$ cat src/pmcd_pkg.sv
// Constants, register map and state type of the power mode and clock divider block
package pmcd_pkg;
    localparam int NPIN = 9;
    localparam int NGRP = 4;
    localparam int NPER = 8;
    localparam int INT_W = 5;
    localparam logic [7:0] OFF_CTRL = 8'h00;
    localparam logic [7:0] OFF_PCONP = 8'h04;
    localparam logic [7:0] OFF_DIV = 8'h08;
    localparam logic [7:0] OFF_MAP = 8'h0c;
    localparam logic [7:0] OFF_EXTMODE = 8'h10;
    localparam logic [7:0] OFF_WAKE = 8'h14;
    localparam logic [7:0] OFF_INT_STAT = 8'h18;
    localparam logic [7:0] OFF_INT_MASK = 8'h1c;
    localparam logic [7:0] OFF_STATUS = 8'h20;
    localparam int CTRL_IDLE = 0;
    localparam int CTRL_PDOWN = 1;
    localparam int INT_WAKE = 4;
    localparam logic [1:0] DIV_QUARTER = 2'h0;
    localparam logic [1:0] DIV_FULL = 2'h1;
    localparam logic [1:0] DIV_HALF = 2'h2;
    localparam logic [1:0] DIV_LAST_QUARTER = 2'h3;
    localparam logic [NPER-1:0] PCONP_RST = 8'hff;
    localparam logic [15:0] WAKE_CYCLES_DEF = 16'h1000;
    localparam logic [1:0] RESP_OKAY = 2'h0;
    localparam logic [1:0] RESP_SLVERR = 2'h2;
    typedef enum logic [2:0] {ST_RESET, ST_RUN, ST_IDLE, ST_PDOWN, ST_WAKE} pmcd_state_t;
endpackage : pmcd_pkg

$ cat src/pmcd_top.sv
// Power modes, wake-up timer, external wake inputs, vector remap and peripheral clock divider
//
// Our own choices: register access over AXI4-Lite and the register addresses.
`timescale 1ns/10ps
`default_nettype none
// Notes on behaviour
// [RL1] Execution starts only after the wake-up timer sees a good oscillator.
// [RL2] Nine edge or level external inputs fold into four interrupt lines.
// [RL3] Enabled external input groups wake the chip from power-down.
// [RL4] Vector area at address zero maps to flash or SRAM by a bit.
// [RL5] Idle stops the core until reset or interrupt.
// [RL6] Peripheral clock keeps running in idle; peripheral interrupt resumes the core.
// [RL7] Power-down stops the oscillator and gates every internal clock.
// [RL8] Power-down holds all register contents and freezes output pins.
// [RL9] Power-down ends only by reset or a clockless external interrupt.
// [RL10] Each peripheral has its own power-off bit.
// [RL11] Peripheral clock is processor clock divided by one, two or four.
// [RL12] Divider resets to one quarter rate.
// [RL13] PLL stays enabled through idle if it was requested.
// [RL14] Any reset restarts the timer; core reset holds until all conditions met.
// [RL15] Every power-down wake passes through the wake-up timer delay.
// [RL16] Idle and power-down requests clear themselves on mode exit.
// [RL17] Software sets the divider and lets it settle before timed accesses.
module pmcd_top #(
    parameter logic [15:0] WAKE_CYCLES = pmcd_pkg::WAKE_CYCLES_DEF
) (
    input wire logic ref_clk,
    input wire logic reset_n,
    input wire logic ext_reset_n,
    input wire logic wdt_reset,
    input wire logic osc_good,
    input wire logic flash_init_done,
    input wire logic pll_req,
    input wire logic periph_irq,
    input wire logic [pmcd_pkg::NPIN-1:0] ext_pin,
    input wire logic [7:0] s_axi_awaddr,
    input wire logic s_axi_awvalid,
    output logic s_axi_awready,
    input wire logic [31:0] s_axi_wdata,
    input wire logic [3:0] s_axi_wstrb,
    input wire logic s_axi_wvalid,
    output logic s_axi_wready,
    output logic [1:0] s_axi_bresp,
    output logic s_axi_bvalid,
    input wire logic s_axi_bready,
    input wire logic [7:0] s_axi_araddr,
    input wire logic s_axi_arvalid,
    output logic s_axi_arready,
    output logic [31:0] s_axi_rdata,
    output logic [1:0] s_axi_rresp,
    output logic s_axi_rvalid,
    input wire logic s_axi_rready,
    output logic core_reset_n,
    output logic cpu_run,
    output logic osc_enable,
    output logic clocks_on,
    output logic hold_pins,
    output logic pclk_en,
    output logic pll_enable,
    output logic vec_sram,
    output logic irq,
    output logic [pmcd_pkg::NPER-1:0] periph_on,
    output logic [pmcd_pkg::NGRP-1:0] ext_irq
);
    import pmcd_pkg::*;

    pmcd_state_t state, next_state;
    logic [1:0] ctrl, div_sel, div_cnt;
    logic [NPER-1:0] pconp;
    logic map_sram;
    logic [NPIN-1:0] ext_mode, pin_q;
    logic [NGRP-1:0] wake_en, grp_evt;
    logic [INT_W-1:0] int_stat, int_mask;
    logic [15:0] wt_cnt;
    logic aw_full, w_full;
    logic [7:0] aw_addr;
    logic [31:0] w_data;
    logic [3:0] w_strb;

    // Chip reset sources: pin and watchdog
    wire chip_rst = !ext_reset_n | wdt_reset;
    wire aw_take = s_axi_awvalid & s_axi_awready;
    wire w_take = s_axi_wvalid & s_axi_wready;
    wire ar_take = s_axi_arvalid & s_axi_arready;
    wire do_wr = aw_full & w_full & !s_axi_bvalid;
    wire next_aw_full = (aw_full & !do_wr) | aw_take;
    wire next_w_full = (w_full & !do_wr) | w_take;
    wire next_rvalid = (s_axi_rvalid & !s_axi_rready) | ar_take;
    // Core is frozen in power-down, so nothing it could write lands
    wire wr_en = do_wr & (state != ST_PDOWN) & !chip_rst; // RL8
    wire lane0 = w_strb[0];
    wire wr_ctrl = wr_en & lane0 & (aw_addr == OFF_CTRL);
    wire wr_pconp = wr_en & lane0 & (aw_addr == OFF_PCONP);
    wire wr_div = wr_en & lane0 & (aw_addr == OFF_DIV);
    wire wr_map = wr_en & lane0 & (aw_addr == OFF_MAP);
    wire wr_mode_lo = wr_en & lane0 & (aw_addr == OFF_EXTMODE);
    wire wr_mode_hi = wr_en & w_strb[1] & (aw_addr == OFF_EXTMODE);
    wire wr_wake = wr_en & lane0 & (aw_addr == OFF_WAKE);
    wire wr_mask = wr_en & lane0 & (aw_addr == OFF_INT_MASK);
    wire wr_hit = (aw_addr <= OFF_INT_MASK) & (aw_addr[1:0] == 2'h0)
        & (aw_addr != OFF_INT_STAT);
    wire rd_hit = (s_axi_araddr <= OFF_STATUS) & (s_axi_araddr[1:0] == 2'h0);
    wire rd_clear = ar_take & (s_axi_araddr == OFF_INT_STAT);
    wire [31:0] rd_data =
        (s_axi_araddr == OFF_CTRL) ? {30'h0, ctrl} :
        (s_axi_araddr == OFF_PCONP) ? {24'h0, pconp} :
        (s_axi_araddr == OFF_DIV) ? {30'h0, div_sel} :
        (s_axi_araddr == OFF_MAP) ? {31'h0, map_sram} :
        (s_axi_araddr == OFF_EXTMODE) ? {23'h0, ext_mode} :
        (s_axi_araddr == OFF_WAKE) ? {28'h0, wake_en} :
        (s_axi_araddr == OFF_INT_STAT) ? {27'h0, int_stat} :
        (s_axi_araddr == OFF_INT_MASK) ? {27'h0, int_mask} :
        (s_axi_araddr == OFF_STATUS) ? {28'h0, osc_good, state} : 32'h0;

    // Mode bit 1 = edge (rising), 0 = level (high); level needs no clock to be seen
    wire [NPIN-1:0] pin_evt = (ext_mode & ext_pin & ~pin_q) | (~ext_mode & ext_pin);
    always_comb begin
        grp_evt = '0;
        for (int i = 0; i < NPIN; i++) begin
            grp_evt[i % NGRP] = grp_evt[i % NGRP] | pin_evt[i]; // RL2
        end
    end
    wire pd_wake = |(grp_evt & wake_en); // RL3 RL9
    wire idle_wake = periph_irq | (|grp_evt) | irq; // RL6
    wire wt_done = wt_cnt == WAKE_CYCLES - 16'h1;

    always_comb begin
        next_state = state;
        case (state)
            ST_RESET: begin
                if (osc_good && wt_done && flash_init_done) begin
                    next_state = ST_RUN; // RL1 RL14
                end
            end
            ST_RUN: begin
                if (ctrl[CTRL_PDOWN]) begin
                    next_state = ST_PDOWN; // RL7
                end else if (ctrl[CTRL_IDLE]) begin
                    next_state = ST_IDLE; // RL5
                end
            end
            ST_IDLE: begin
                if (idle_wake) begin
                    next_state = ST_RUN; // RL5
                end
            end
            ST_PDOWN: begin
                if (pd_wake) begin
                    next_state = ST_WAKE; // RL3
                end
            end
            ST_WAKE: begin
                if (osc_good && wt_done) begin
                    next_state = ST_RUN; // RL15
                end
            end
            default: next_state = ST_RESET;
        endcase
    end

    wire pmcd_state_t st_n = chip_rst ? ST_RESET : next_state; // RL14
    wire wake_done = (state == ST_WAKE) & (st_n == ST_RUN);
    wire mode_exit = ((state == ST_IDLE) & (st_n == ST_RUN)) | wake_done; // RL16
    wire live_n = (st_n == ST_RUN) | (st_n == ST_IDLE); // RL6 RL7
    wire div_tick = (div_sel == DIV_FULL) | ((div_sel == DIV_HALF) & div_cnt[0])
        | ((div_sel == DIV_QUARTER || div_sel == DIV_LAST_QUARTER) & (div_cnt == 2'h3));
    wire [INT_W-1:0] int_evt = {wake_done, grp_evt};
    wire counting = (state == ST_RESET) | (state == ST_WAKE);

    always_ff @(posedge ref_clk or negedge reset_n) begin
        if (!reset_n) begin
            state <= ST_RESET;
            wt_cnt <= 16'h0;
        end else begin
            state <= st_n;
            // Oscillator loss restarts the wait: stability must be continuous
            if (chip_rst || !counting || !osc_good) begin
                wt_cnt <= 16'h0; // RL1 RL14
            end else if (!wt_done) begin
                wt_cnt <= wt_cnt + 16'h1;
            end
        end
    end

    always_ff @(posedge ref_clk or negedge reset_n) begin
        if (!reset_n) begin
            ctrl <= 2'h0;
            pconp <= PCONP_RST;
            div_sel <= DIV_QUARTER;
            map_sram <= 1'b0;
            ext_mode <= '0;
            wake_en <= '0;
            int_mask <= '0;
        end else if (chip_rst) begin
            ctrl <= 2'h0;
            pconp <= PCONP_RST;
            div_sel <= DIV_QUARTER; // RL12
            map_sram <= 1'b0;
            ext_mode <= '0;
            wake_en <= '0;
            int_mask <= '0;
        end else begin
            if (mode_exit) begin
                ctrl <= 2'h0; // RL16
            end else if (wr_ctrl) begin
                ctrl <= w_data[1:0];
            end
            if (wr_pconp) begin
                pconp <= w_data[NPER-1:0]; // RL10
            end
            if (wr_div) begin
                div_sel <= w_data[1:0]; // RL11
            end
            if (wr_map) begin
                map_sram <= w_data[0]; // RL4
            end
            if (wr_mode_lo) begin
                ext_mode[7:0] <= w_data[7:0];
            end
            if (wr_mode_hi) begin
                ext_mode[8] <= w_data[8];
            end
            if (wr_wake) begin
                wake_en <= w_data[NGRP-1:0];
            end
            if (wr_mask) begin
                int_mask <= w_data[INT_W-1:0];
            end
        end
    end

    // Sticky status: a new event wins over the read that clears
    always_ff @(posedge ref_clk or negedge reset_n) begin
        if (!reset_n) begin
            int_stat <= '0;
        end else if (chip_rst) begin
            int_stat <= '0;
        end else begin
            int_stat <= (rd_clear ? '0 : int_stat) | int_evt;
        end
    end

    always_ff @(posedge ref_clk or negedge reset_n) begin
        if (!reset_n) begin
            core_reset_n <= 1'b0;
            cpu_run <= 1'b0;
            osc_enable <= 1'b1;
            clocks_on <= 1'b0;
            hold_pins <= 1'b0;
            pll_enable <= 1'b0;
            pclk_en <= 1'b0;
            div_cnt <= 2'h0;
            periph_on <= '0;
            vec_sram <= 1'b0;
            ext_irq <= '0;
            irq <= 1'b0;
            pin_q <= '0;
        end else begin
            core_reset_n <= st_n != ST_RESET; // RL14
            cpu_run <= st_n == ST_RUN; // RL5
            osc_enable <= st_n != ST_PDOWN; // RL7
            clocks_on <= live_n; // RL7
            hold_pins <= (st_n == ST_PDOWN) | (st_n == ST_WAKE); // RL8
            pll_enable <= pll_req & live_n; // RL13
            pclk_en <= live_n & div_tick; // RL6 RL11
            div_cnt <= live_n ? div_cnt + 2'h1 : 2'h0;
            periph_on <= pconp & {NPER{live_n}}; // RL10
            vec_sram <= map_sram; // RL4
            ext_irq <= grp_evt; // RL2
            irq <= |(int_stat & int_mask);
            pin_q <= ext_pin;
        end
    end

    always_ff @(posedge ref_clk or negedge reset_n) begin
        if (!reset_n) begin
            aw_full <= 1'b0;
            w_full <= 1'b0;
            aw_addr <= 8'h0;
            w_data <= 32'h0;
            w_strb <= 4'h0;
            s_axi_awready <= 1'b0;
            s_axi_wready <= 1'b0;
            s_axi_bvalid <= 1'b0;
            s_axi_bresp <= RESP_OKAY;
        end else begin
            aw_full <= next_aw_full;
            w_full <= next_w_full;
            s_axi_awready <= !next_aw_full;
            s_axi_wready <= !next_w_full;
            if (aw_take) begin
                aw_addr <= s_axi_awaddr;
            end
            if (w_take) begin
                w_data <= s_axi_wdata;
                w_strb <= s_axi_wstrb;
            end
            if (do_wr) begin
                s_axi_bvalid <= 1'b1;
                s_axi_bresp <= wr_hit ? RESP_OKAY : RESP_SLVERR;
            end else if (s_axi_bready) begin
                s_axi_bvalid <= 1'b0;
            end
        end
    end

    always_ff @(posedge ref_clk or negedge reset_n) begin
        if (!reset_n) begin
            s_axi_arready <= 1'b0;
            s_axi_rvalid <= 1'b0;
            s_axi_rdata <= 32'h0;
            s_axi_rresp <= RESP_OKAY;
        end else begin
            s_axi_arready <= !next_rvalid;
            s_axi_rvalid <= next_rvalid;
            if (ar_take) begin
                s_axi_rdata <= rd_data;
                s_axi_rresp <= rd_hit ? RESP_OKAY : RESP_SLVERR;
            end
        end
    end
endmodule : pmcd_top
`default_nettype wire

$ cat config.mk
export PLATFORM = sky130hd
export DESIGN_NAME = pmcd_top
export DESIGN_NICKNAME = d
export VERILOG_FILES = /design/src/pmcd_pkg.sv /design/src/pmcd_top.sv
export SDC_FILE = /design/constraint.sdc
export NUM_CORES = 1
export LEC_CHECK = 0
export ABC_AREA = 1
export BUFFER_PORTS_ARGS = -buffer_cell sky130_fd_sc_hd__clkbuf_2
export CORE_AREA = 10 10 115 117
export DETAILED_ROUTE_END_ITERATION = 16
export DIE_AREA = 0 0 125 127
export PLACE_DENSITY = 0.78
export SLEW_MARGIN = 20
export SYNTH_ARGS = -nofsm -noshare
export SYNTH_HDL_FRONTEND = slang
export SYNTH_SLANG_ARGS = --single-unit
$ cat constraint.sdc
create_clock -name ref_clk -period 2.2 [get_ports ref_clk]
set_clock_uncertainty 0.1 [all_clocks]
set_input_delay 0.44 -clock ref_clk [delete_from_list [all_inputs] [get_ports ref_clk]]
set_output_delay 0.44 -clock ref_clk [all_outputs]
set_load 0.01 [all_outputs]
# Yosys cells after proc, flatten, opt, wreduce, memory -nomap -nowiden
# Cells that the tools add are included.
# W data, S select, Z words.
dict set report op_classes {
  n_addsub 2
  magnitude_cmp 2
  eq_ne 31
  muxes 42
  bitwise_logic 57
  reduce_logical 34
}
# op n
set ops {}
lappend ops {{$eq A8 B5 Y1 const B} 7}
lappend ops {{$mux W9} 6}
lappend ops {{$mux W5} 7}
lappend ops {{$eq A8 B4 Y1 const B} 4}
lappend ops {{$mux W16} 2}
lappend ops {{$and A1 B1 Y1} 30}
lappend ops {{$and A9 B9 Y9} 3}
lappend ops {{$mux W8} 3}
lappend ops {{$mux W3} 7}
lappend ops {{$not A9 Y9} 2}
lappend ops {{$or A1 B1 Y1} 17}
lappend ops {{$add A16 B1 Y16 const B} 1}
lappend ops {{$eq A16 B12 Y1 const B} 1}
lappend ops {{$eq A8 B3 Y1 const B} 2}
lappend ops {{$logic_not A8 Y1} 2}
lappend ops {{$mux W2} 8}
lappend ops {{$reduce_bool A2 Y1} 8}
lappend ops {{$pmux W3 S5} 1}
lappend ops {{$eq A3 B2 Y1 const B} 4}
lappend ops {{$mux W4} 3}
lappend ops {{$logic_not A1 Y1} 10}
lappend ops {{$or A9 B9 Y9} 1}
lappend ops {{$and A8 B8 Y8} 1}
lappend ops {{$eq A8 B6 Y1 const B} 1}
lappend ops {{other kinds (21)} 37}
dict set report word_totals {
  register_bits 149
  inputBits 74
  out_inout_bits 62
  word_cells 205
}

# Logic depth before layout (Yosys ltp)
# Gate-level depths: netlist (run 1).
dict set report logic_depth {
  word_depth 16
  ltp_mapped 13
  mapped_depth_nobuf 13
}

# Worst setup path before layout (run 1)
# Ideal clock, no wire load.
dict set report synth_timing {
  kind {register to register}
  startpoint {register wt_cnt[0]}
  endpoint {register pclk_en}
  setup_ps 130
  arrival_time_ps 1520
  required_time_ps 1970
  slack_ps 449
  stages_incl_launch_ff 14
  path_buffers 1
  synth_period_minus_slack_ps 1751
  path_cell_list {dfrtp_1 -> ha_1 -> inv_1 -> nor2_1 -> nand2_1 -> nor2_4 -> nand4_1 -> nand2_1 -> nor2_2 -> nand2_4 -> nand2_2 -> nand2_2 -> buf_6 -> a21oi_1}
}
dict set report synth_between {
  elab_chain_cells 9
  word_cells_on_any_way 11
}
# element line
set synth_lines {}
lappend synth_lines {{from (decl)} pmcd_top.sv:74} ;# logic [15:0] wt_cnt;
lappend synth_lines {{from (signal assigned)} pmcd_top.sv:180} ;# wt_cnt <= wt_cnt + 16'h1;
lappend synth_lines {{$eq A16 B12 Y1 *} pmcd_top.sv:125} ;# wire wt_done = wt_cnt == WAKE_CYCLES - 16'h1;
lappend synth_lines {{$logic_and A1 B1 Y1 *} {pmcd_top.sv:131, pmcd_top.sv:153}}
lappend synth_lines {{$logic_and A1 B1 Y1} pmcd_top.sv:131} ;# if (osc_good && wt_done && flash_init_done) begin
lappend synth_lines {{$mux W3} pmcd_top.sv:131}
lappend synth_lines {{$pmux W3 S5 *} pmcd_top.sv:129} ;# case (state)
lappend synth_lines {{$mux W3 *} pmcd_top.sv:161} ;# wire pmcd_state_t st_n = chip_rst ? ST_RESET : next_state;
lappend synth_lines {{$eq A3 B1 Y1 or $eq A3 B2 Y1 (tied branches)} pmcd_top.sv:164} ;# wire live_n = (st_n == ST_RUN) | (st_n == ST_IDLE);
lappend synth_lines {{$or A1 B1 Y1 *} pmcd_top.sv:164}
lappend synth_lines {{$and A1 B1 Y1 *} pmcd_top.sv:265} ;# pclk_en <= live_n & div_tick;
lappend synth_lines {{to (signal assigned)} pmcd_top.sv:265}
lappend synth_lines {{to (decl)} pmcd_top.sv:58} ;# output logic pclk_en,
# Every way passes the cells marked *; elsewhere a longest branch is shown, timed or not.
# A chain may end at the register's enable or synchronous reset.

# Worst setup path in the final report (run 1)
dict set report layout_timing {
  startpoint {register wt_cnt[0]}
  endpoint {register div_cnt[1]}
}
dict set report layout_between {
  elab_chain_cells 9
  word_cells_on_any_way 11
}
# element line
set layout_lines {}
lappend layout_lines {{$eq A16 B12 Y1 *} pmcd_top.sv:125}
lappend layout_lines {{$logic_and A1 B1 Y1 *} {pmcd_top.sv:131, pmcd_top.sv:153}}
lappend layout_lines {{$logic_and A1 B1 Y1} pmcd_top.sv:131}
lappend layout_lines {{$mux W3} pmcd_top.sv:131}
lappend layout_lines {{$pmux W3 S5 *} pmcd_top.sv:129}
lappend layout_lines {{$mux W3 *} pmcd_top.sv:161}
lappend layout_lines {{$eq A3 B1 Y1 or $eq A3 B2 Y1 (tied branches)} pmcd_top.sv:164}
lappend layout_lines {{$or A1 B1 Y1 *} pmcd_top.sv:164}
lappend layout_lines {{$mux W2 *} pmcd_top.sv:266} ;# div_cnt <= live_n ? div_cnt + 2'h1 : 2'h0;
lappend layout_lines {{to (signal assigned)} pmcd_top.sv:266}
lappend layout_lines {{to (decl)} pmcd_top.sv:68} ;# logic [1:0] ctrl, div_sel, div_cnt;
# Marks and branches as above.

==> impl_metrics.tcl, run 1 <==
set metrics [dict create \
    hp-class "input port to flop" \
    wl_mm 14.4 \
    grt_remaining_overflow 0 \
    via_count 4653 \
    r2r_slack_ns 0.19 \
    ant_nets 0 \
    cp-start-kind "flop" \
    critical_path_class "flop to flop" \
    powerDensity_nw_per_um2 953 \
    grt_max_degree 43 \
    ys_warn_count 0 \
    finalCriticalPeriod_ns 2.01 \
    path_clk_slew_ns 0.05 \
    wl_per_cell_um 16.2 \
    synth_seq_area_share_pct 54.2 \
    ys.flop_type "dfrtp_1" \
    min_from "ext_pin[8]" \
    syn_inst 630 \
    n_antenna_cell 0 \
    tightest_slew_ns 0.536 \
    ctsHtreeMaxLevel 4 \
    finalSetupViolations 0 \
    dr.first_iter.drc_count 502 \
    grt_pass1_vias 4734 \
    r2r_cells 11 \
    switching_share_pct 27.4 \
    synthDistinctLibCells 49 \
    ys_ff_latch 124 \
    hpwlAfterDp_mm 10.6 \
    cap_violations 0 \
    slew_viol_final 0 \
    hold_depth 1 \
    power_frac_comb_pct 13.9 \
    clk_latency_ns 0.42 \
    setup_tns_ns 0 \
    p_seq_share_pct 43.3 \
    dr.pass1.iters 5 \
    muxShareOfSynthArea_pct 2.55 \
    crit_required_ns 2.42 \
    worstSetupEndpointType "flop" \
    cts_buffer_depth 2 \
    async_flop_share_pct 100 \
    max_slew_margin_pct 64.2 \
    rsz0062_at_grt "false" \
    nets 813 \
    syn_area_sq_um 5750 \
    fin_hold_ws_ns 0.0434 \
    highest_layer "met4" \
    antenna_found_initial 0 \
    synth_xor_area_share_pct 0.457 \
    reg2reg_from "wt_cnt[0]" \
    cts_tree "done" \
    min_period_over_period_pct 91.2 \
    regArea_sq_um 3110 \
    synth-compound-area-share_pct 12.5 \
    rows 39 \
    cts_made_buffers 17 \
    timing.fmax_ghz 0.499 \
    crit_arrival_ns 2.23 \
    drt-met1-wl_mm 6.04 \
    synthAdderAreaFrac_pct 0.871 \
    cts_sinks 124 \
    syn_area_per_cell_sq_um 9.12 \
    multi_input_area_sq_um 2190 \
    die_w_um 125 \
    holdPathEnd "pin_q[8]" \
    numPortBuffers 85 \
    r2r-end "div_cnt[1]" \
    synth_top_family_by_area "simple AND/OR/NAND/NOR gates" \
    area_growth_pct 20.3 \
    cell_internal_pwr_uw 4780 \
    start_util_pct 51.6 \
    power_leakage_uw 0.00349 \
    core_sq_um 11100 \
    io_pins 136 \
    met3WireLength_um 964 \
    drc_errors 0 \
    gp_congestion 0.871 \
    root_buffer "clkbuf_16" \
    cp_max_fo 14 \
    clockPowerShare_pct 42.8 \
    die_y_um 127 \
    via_per_inst 5.22 \
    fillers 922 \
    p_sw_uw 1800 \
    grt.total_usage_pct 18.4 \
    vdd.ir_drop.worst_v 0.000676 \
    synth_edf_count 0 \
    finalHoldViolCount 0 \
    die_area_sq_um 15900 \
    wl_met2_mm 7.16 \
    status "finished, final reports clean" \
    drive_above_1_share_pct 24.5 \
    grt_pass1_wl_mm 23.9 \
    synth_simple_gate_area_share_pct 20.0 \
]
-- Yosys cell counts (9+ instances only) --
library cell | number | area share [%]
inv_1 | 73 | 4.8
o21ai_0 | 50 | 4.4
dfrtp_1 | 115 | 50
a21oi_1 | 29 | 2.5
nor3_1 | 13 | 1.1
nand3_1 | 27 | 2.4
o22ai_1 | 9 | 0.98
nor2_1 | 48 | 3.1
mux2_2 | 13 | 2.5
buf_4 | 25 | 3.3
dfstp_2 | 9 | 4.1
nand2_1 | 134 | 8.8
-- area by class of cell --
class	instances	area share, %
timing repair buffer	97	7.89
multi-input combinational	419	31.7
inverter	76	4.16
tap	143	2.59
sequential	124	45.0
clock inverter	10	2.06
clock buffer	22	6.57
-- power by group through the flow --
| stage | Clock, uW | Combinational (uW) | Sequential [uW] |
|---|---|---|---|
| after global routing | 2960 | 1040 | 2890 |
| final | 2820 | 913 | 2850 |
| after global placement | 0 | 872 | 2860 |
| after detailed placement | 0 | 907 | 2880 |
| after floorplan | 0 | 614 | 2840 |
| after CTS | 2840 | 918 | 2840 |
-- critical path, stage by stage, from the launching register on --
cell and delay (ns):
dfrtp_1 0.39, ha_1 0.22, inv_1 0.07, nor2_1 0.10, nand2_1 0.09, nor2_4 0.13
nand4_1 0.10, nand2_1 0.08, nor2_2 0.05, nand2_4 0.10, nand3_4 0.22, a21boi_0 0.27
-- sequential cells by signal (all words and copies together), names as in the netlist, 3 cells and up --
| signal | count |
|---|---|
| aw_addr | 8 |
| ext_irq | 4 |
| ext_mode | 9 |
| int_mask | 5 |
| int_stat | 5 |
| pconp | 8 |
| periph_on | 8 |
| pin_q | 9 |
| s_axi_rdata | 9 |
| state | 3 |
| w_data | 9 |
| wake_en | 4 |
| wt_cnt | 16 |
-- what timing repair did --
item	4_1_cts	5_1_grt
gates resized for setup	0	2
endpoints found under the setup margin	0	4
setup buffers	0	0
hold buffers	1	0
endpoints found under the hold margin	23	0
-- metal layers --
metal  vias up  track usage, %
met3        25            6.29
met1      2236            22.5
li1       2233               -
met2       159            29.6
met4         0            6.71
met5         -               0
-- per-stage QoR --
step	total power [uW]	cell area, sq um	util, %	instances	worst slack (ns)
floorplan	3450	5840	-	654	0.449
global placement	3730	6300	56.6	858	0.125
detailed placement	3790	6300	56.6	858	0.0675
CTS	6610	6910	62.1	891	0.0787
global route	6890	6910	62.1	891	0.0152
finish	6590	6910	62.1	891	0.195
-- cells by family after synthesis --
family	Yosys count
flip-flops	124
adder cells (fa/ha/maj)	4
buffers and inverters	111
multiplexers	13
AO/OA/AOI/OAI	119
XOR/XNOR	3
other	1
AND/OR/NAND/NOR	255
-- placed cells by master (no fill, tap or decap), types with 10 or more instances in the layout --
| cell type | count |
|---|---|
| mux2_2 | 13 |
| nor2_1 | 48 |
| buf_4 | 10 |
| a21oi_1 | 29 |
| dfrtp_1 | 115 |
| nor3_1 | 13 |
| nand3_1 | 27 |
| o21ai_0 | 50 |
| inv_1 | 72 |
| clkbuf_16 | 17 |
| clkbuf_2 | 84 |
| nand2_1 | 134 |
| conb_1 | 25 |
-- worst max-delay path by stage --
stage,slack [ns],from,cells after the start,to
CTS,0.08,wt_cnt[0],12,div_cnt[1]
finish,0.19,wt_cnt[0],11,div_cnt[1]
global placement,0.12,s_axi_araddr[1],13,s_axi_rdata[1]
global route,0.02,aw_addr[6],9,pconp[0]
floorplan,0.45,wt_cnt[0],13,pclk_en
detailed placement,0.07,ext_pin[4],10,div_cnt[1]
Power figures use the tool's default switching activity.
==> run 2: changes to the inputs <==
- ABC_AREA: 1 -> default
- PLACE_DENSITY: 0.78 -> 0.79
==> run 2 against run 1 <==
Clock-buffer cell count shrank 3. Via count rose by 1.4%. Hold slack lost 0.0032 ns. Non-clock buffer count rose by 43. Synthesized area rose by 1.7%. Clock power up 6%. Register-to-register slack lost 0.30 ns. The run now ends with negative setup slack left. Sequential power hardly changed. Critical path type unchanged.
==> impl_metrics.tcl, run 2 <==
set metrics [dict create \
    synthDistinctLibCells 65 \
    finalSetupViolations 18 \
    yosys.area.top_type "dfrtp_1" \
    dr.pass1.iters 5 \
    cp_max_fo 8 \
    cts_buffer_depth 2 \
    wl_mm 15.3 \
    nets 767 \
    core_sq_um 11100 \
    yosysTopAreaCellShare_pct 49.3 \
    powerDensity_nw_per_um2 888 \
    synthTopCellsByCount "dfrtp_1 (115), nand2_1 (58), nor2_1 (49), mux2i_1 (29)" \
    syn_inst 552 \
    root_buffer "clkbuf_16" \
    grt.total_usage_pct 19.0 \
    fin_hold_ws_ns 0.0402 \
    power_leakage_uw 0.00349 \
    dpl_cell_area_sq_um 6630 \
    syn_area_per_cell_sq_um 10.6 \
    pre_cts_slack_ns -0.194 \
    wl_per_cell_um 18.1 \
    cts_made_buffers 17 \
    crit_required_ns 2.45 \
    die_w_um 125 \
    grt_remaining_overflow 0 \
    violations "negative setup slack" \
    grt_pass1_vias 4792 \
    finalHoldViolCount 0 \
    synth_edf_count 0 \
    async_flop_share_pct 100 \
    antenna_found_initial 0 \
    area_growth_pct 27.5 \
    crit_arrival_ns 2.55 \
    regMostFlops "wt_cnt" \
    vdd.ir_drop.worst_v 0.000735 \
    final_area_sq_um 7450 \
    grt_max_degree 47 \
    ant_nets 0 \
    drc_errors 0 \
    worstSetupEndpointType "flop" \
    min_period_over_period_pct 105 \
    die_area_sq_um 15900 \
    cp-start-kind "flop" \
    ys_warn_count 0 \
    path_clk_slew_ns 0.06 \
    clk_latency_ns 0.42 \
    synth.most_common_cell "dfrtp_1" \
    cts_tree "done" \
    numPortBuffers 85 \
    hp-class "input port to flop" \
    cts_sinks 124 \
    io_pins 136 \
    rows 39 \
    ys_top_cells_by_area "dfrtp_1 (49%), mux2i_1 (5.0%), dfstp_2 (4.0%)" \
    die_y_um 127 \
    via_count 4717 \
    drive_above_1_share_pct 34.5 \
    dr.first_iter.drc_count 486 \
    critical_path_class "flop to flop" \
    fillers 792 \
    final_cell_mix "dfrtp_1 (115), clkbuf_2 (84), nand2_1 (58), buf_4 (49), nor2_1 (47)" \
    slew_viol_final 0 \
    finalCriticalPeriod_ns 2.30 \
    tightest_slew_ns 0.808 \
    ctsHtreeMaxLevel 4 \
    max_slew_margin_pct 46.1 \
    final_common_cell "dfrtp_1" \
    status "finished, violations left" \
    timing.fmax_ghz 0.434 \
    largest_reg_flops 16 \
    rsz0062_at_grt "true" \
    setup_tns_ns -1.13 \
    power.total_uw 6610 \
    grt_pass1_wl_mm 24.6 \
    hpwlAfterDp_mm 10.9 \
    ys.flop_type "dfrtp_1" \
    n_antenna_cell 0 \
    worst_slack_ns -0.103 \
    synth_seq_area_share_pct 53.3 \
    via_per_inst 5.58 \
    cap_violations 0 \
    ys_ff_latch 124 \
    start_util_pct 52.5 \
    syn_area_sq_um 5840 \
    gp_congestion 0.930 \
]
[run 2: changes by cell type after synthesis, sizes merged, moves of 7 or more]
| cell | change |
|---|---|
| clkbuf | +9 |
| inv | -56 |
| a21oi | -8 |
| or3 | +7 |
| mux2i | +29 |
| o21ai | -29 |
| nand2 | -83 |
| mux2 | +7 |
[run 2: power by group]
group | total, uW | internal [uW] | switching, uW | leakage, uW
sequential | 2820 | 2560 | 265 | 0.00159
clock | 2980 | 1960 | 1020 | 0.000305
combinational | 809 | 373 | 436 | 0.00159
total | 6610 | 4890 | 1720 | 0.00349
[run 2: repair_timing]
item | CTS | global route
endpoints found under the setup margin | 3 | 31
resized for setup | 3 | 25
hold buffers | 1 | 0
endpoints found under the hold margin | 33 | 0
buffers inserted | 0 | 7
pin swaps | 1 | 10
[run 2: final cells by class]
cell class	instances	area, sq um	area share (%)
clock buffers	19	453	6.08
clock inverters	13	191	2.57
inverters	19	71.3	0.958
multi-input cells	387	2540	34.2
flip-flops and latches	124	3110	41.8
well taps	143	179	2.40
repair buffers	140	896	12.0
[run 2: final timing paths]
path                                  from      endpoint  slack, ns  cells past startpoint
worst max-delay path            wt_cnt[15]  periph_on[7]      -0.10                      8
worst max register to register  wt_cnt[15]  periph_on[7]      -0.10                      8
max in group asynchronous          reset_n      pconp[5]       0.89                      3
min in group asynchronous          reset_n    wt_cnt[11]       0.43                      2
worst min register to register    map_sram      vec_sram       0.33                      0
worst min-delay path            ext_pin[5]      pin_q[5]       0.04                      1
[run 2: cell families (layout without fill, tap and decap cells)]
group	Yosys count	count (layout)	share of synthesized area, %
AO/OA/AOI/OAI	101	101	12.0
XOR/XNOR	11	11	1.65
adder cells (fa/ha/maj)	4	4	0.857
buffers and inverters	65	191	6.28
flip-flops	124	124	53.3
multiplexers	49	49	8.83
other	1	25	0.0642
AND/OR/NAND/NOR	197	197	17.0
[run 2: through the flow]
| stage | utilization, % | std cells |
|---|---|---|
| 2_1_floorplan | - | 576 |
| 3_3_place_gp | 59.6 | 805 |
| 3_5_place_dp | 59.6 | 805 |
| 4_1_cts | 65.6 | 838 |
| 5_1_grt | 66.9 | 845 |
| 6_report | 66.9 | 845 |
[run 2: critical path, cell delays in order (launching register included)]
cell	delay (ns)
dfrtp_1	0.37
or4_4	0.57
nor4_4	0.27
buf_4	0.20
nand2_4	0.06
a32oi_4	0.27
buf_6	0.18
nand3_2	0.10
a21oi_2	0.10
[run 2: metal layers]
layer	vias up	GRT usage, %	routed length, um
li1	2173	-	-
met1	2328	23.7	6380
met2	188	30.5	7580
met3	28	5.25	952
met4	0	8.13	369
met5	-	0	0
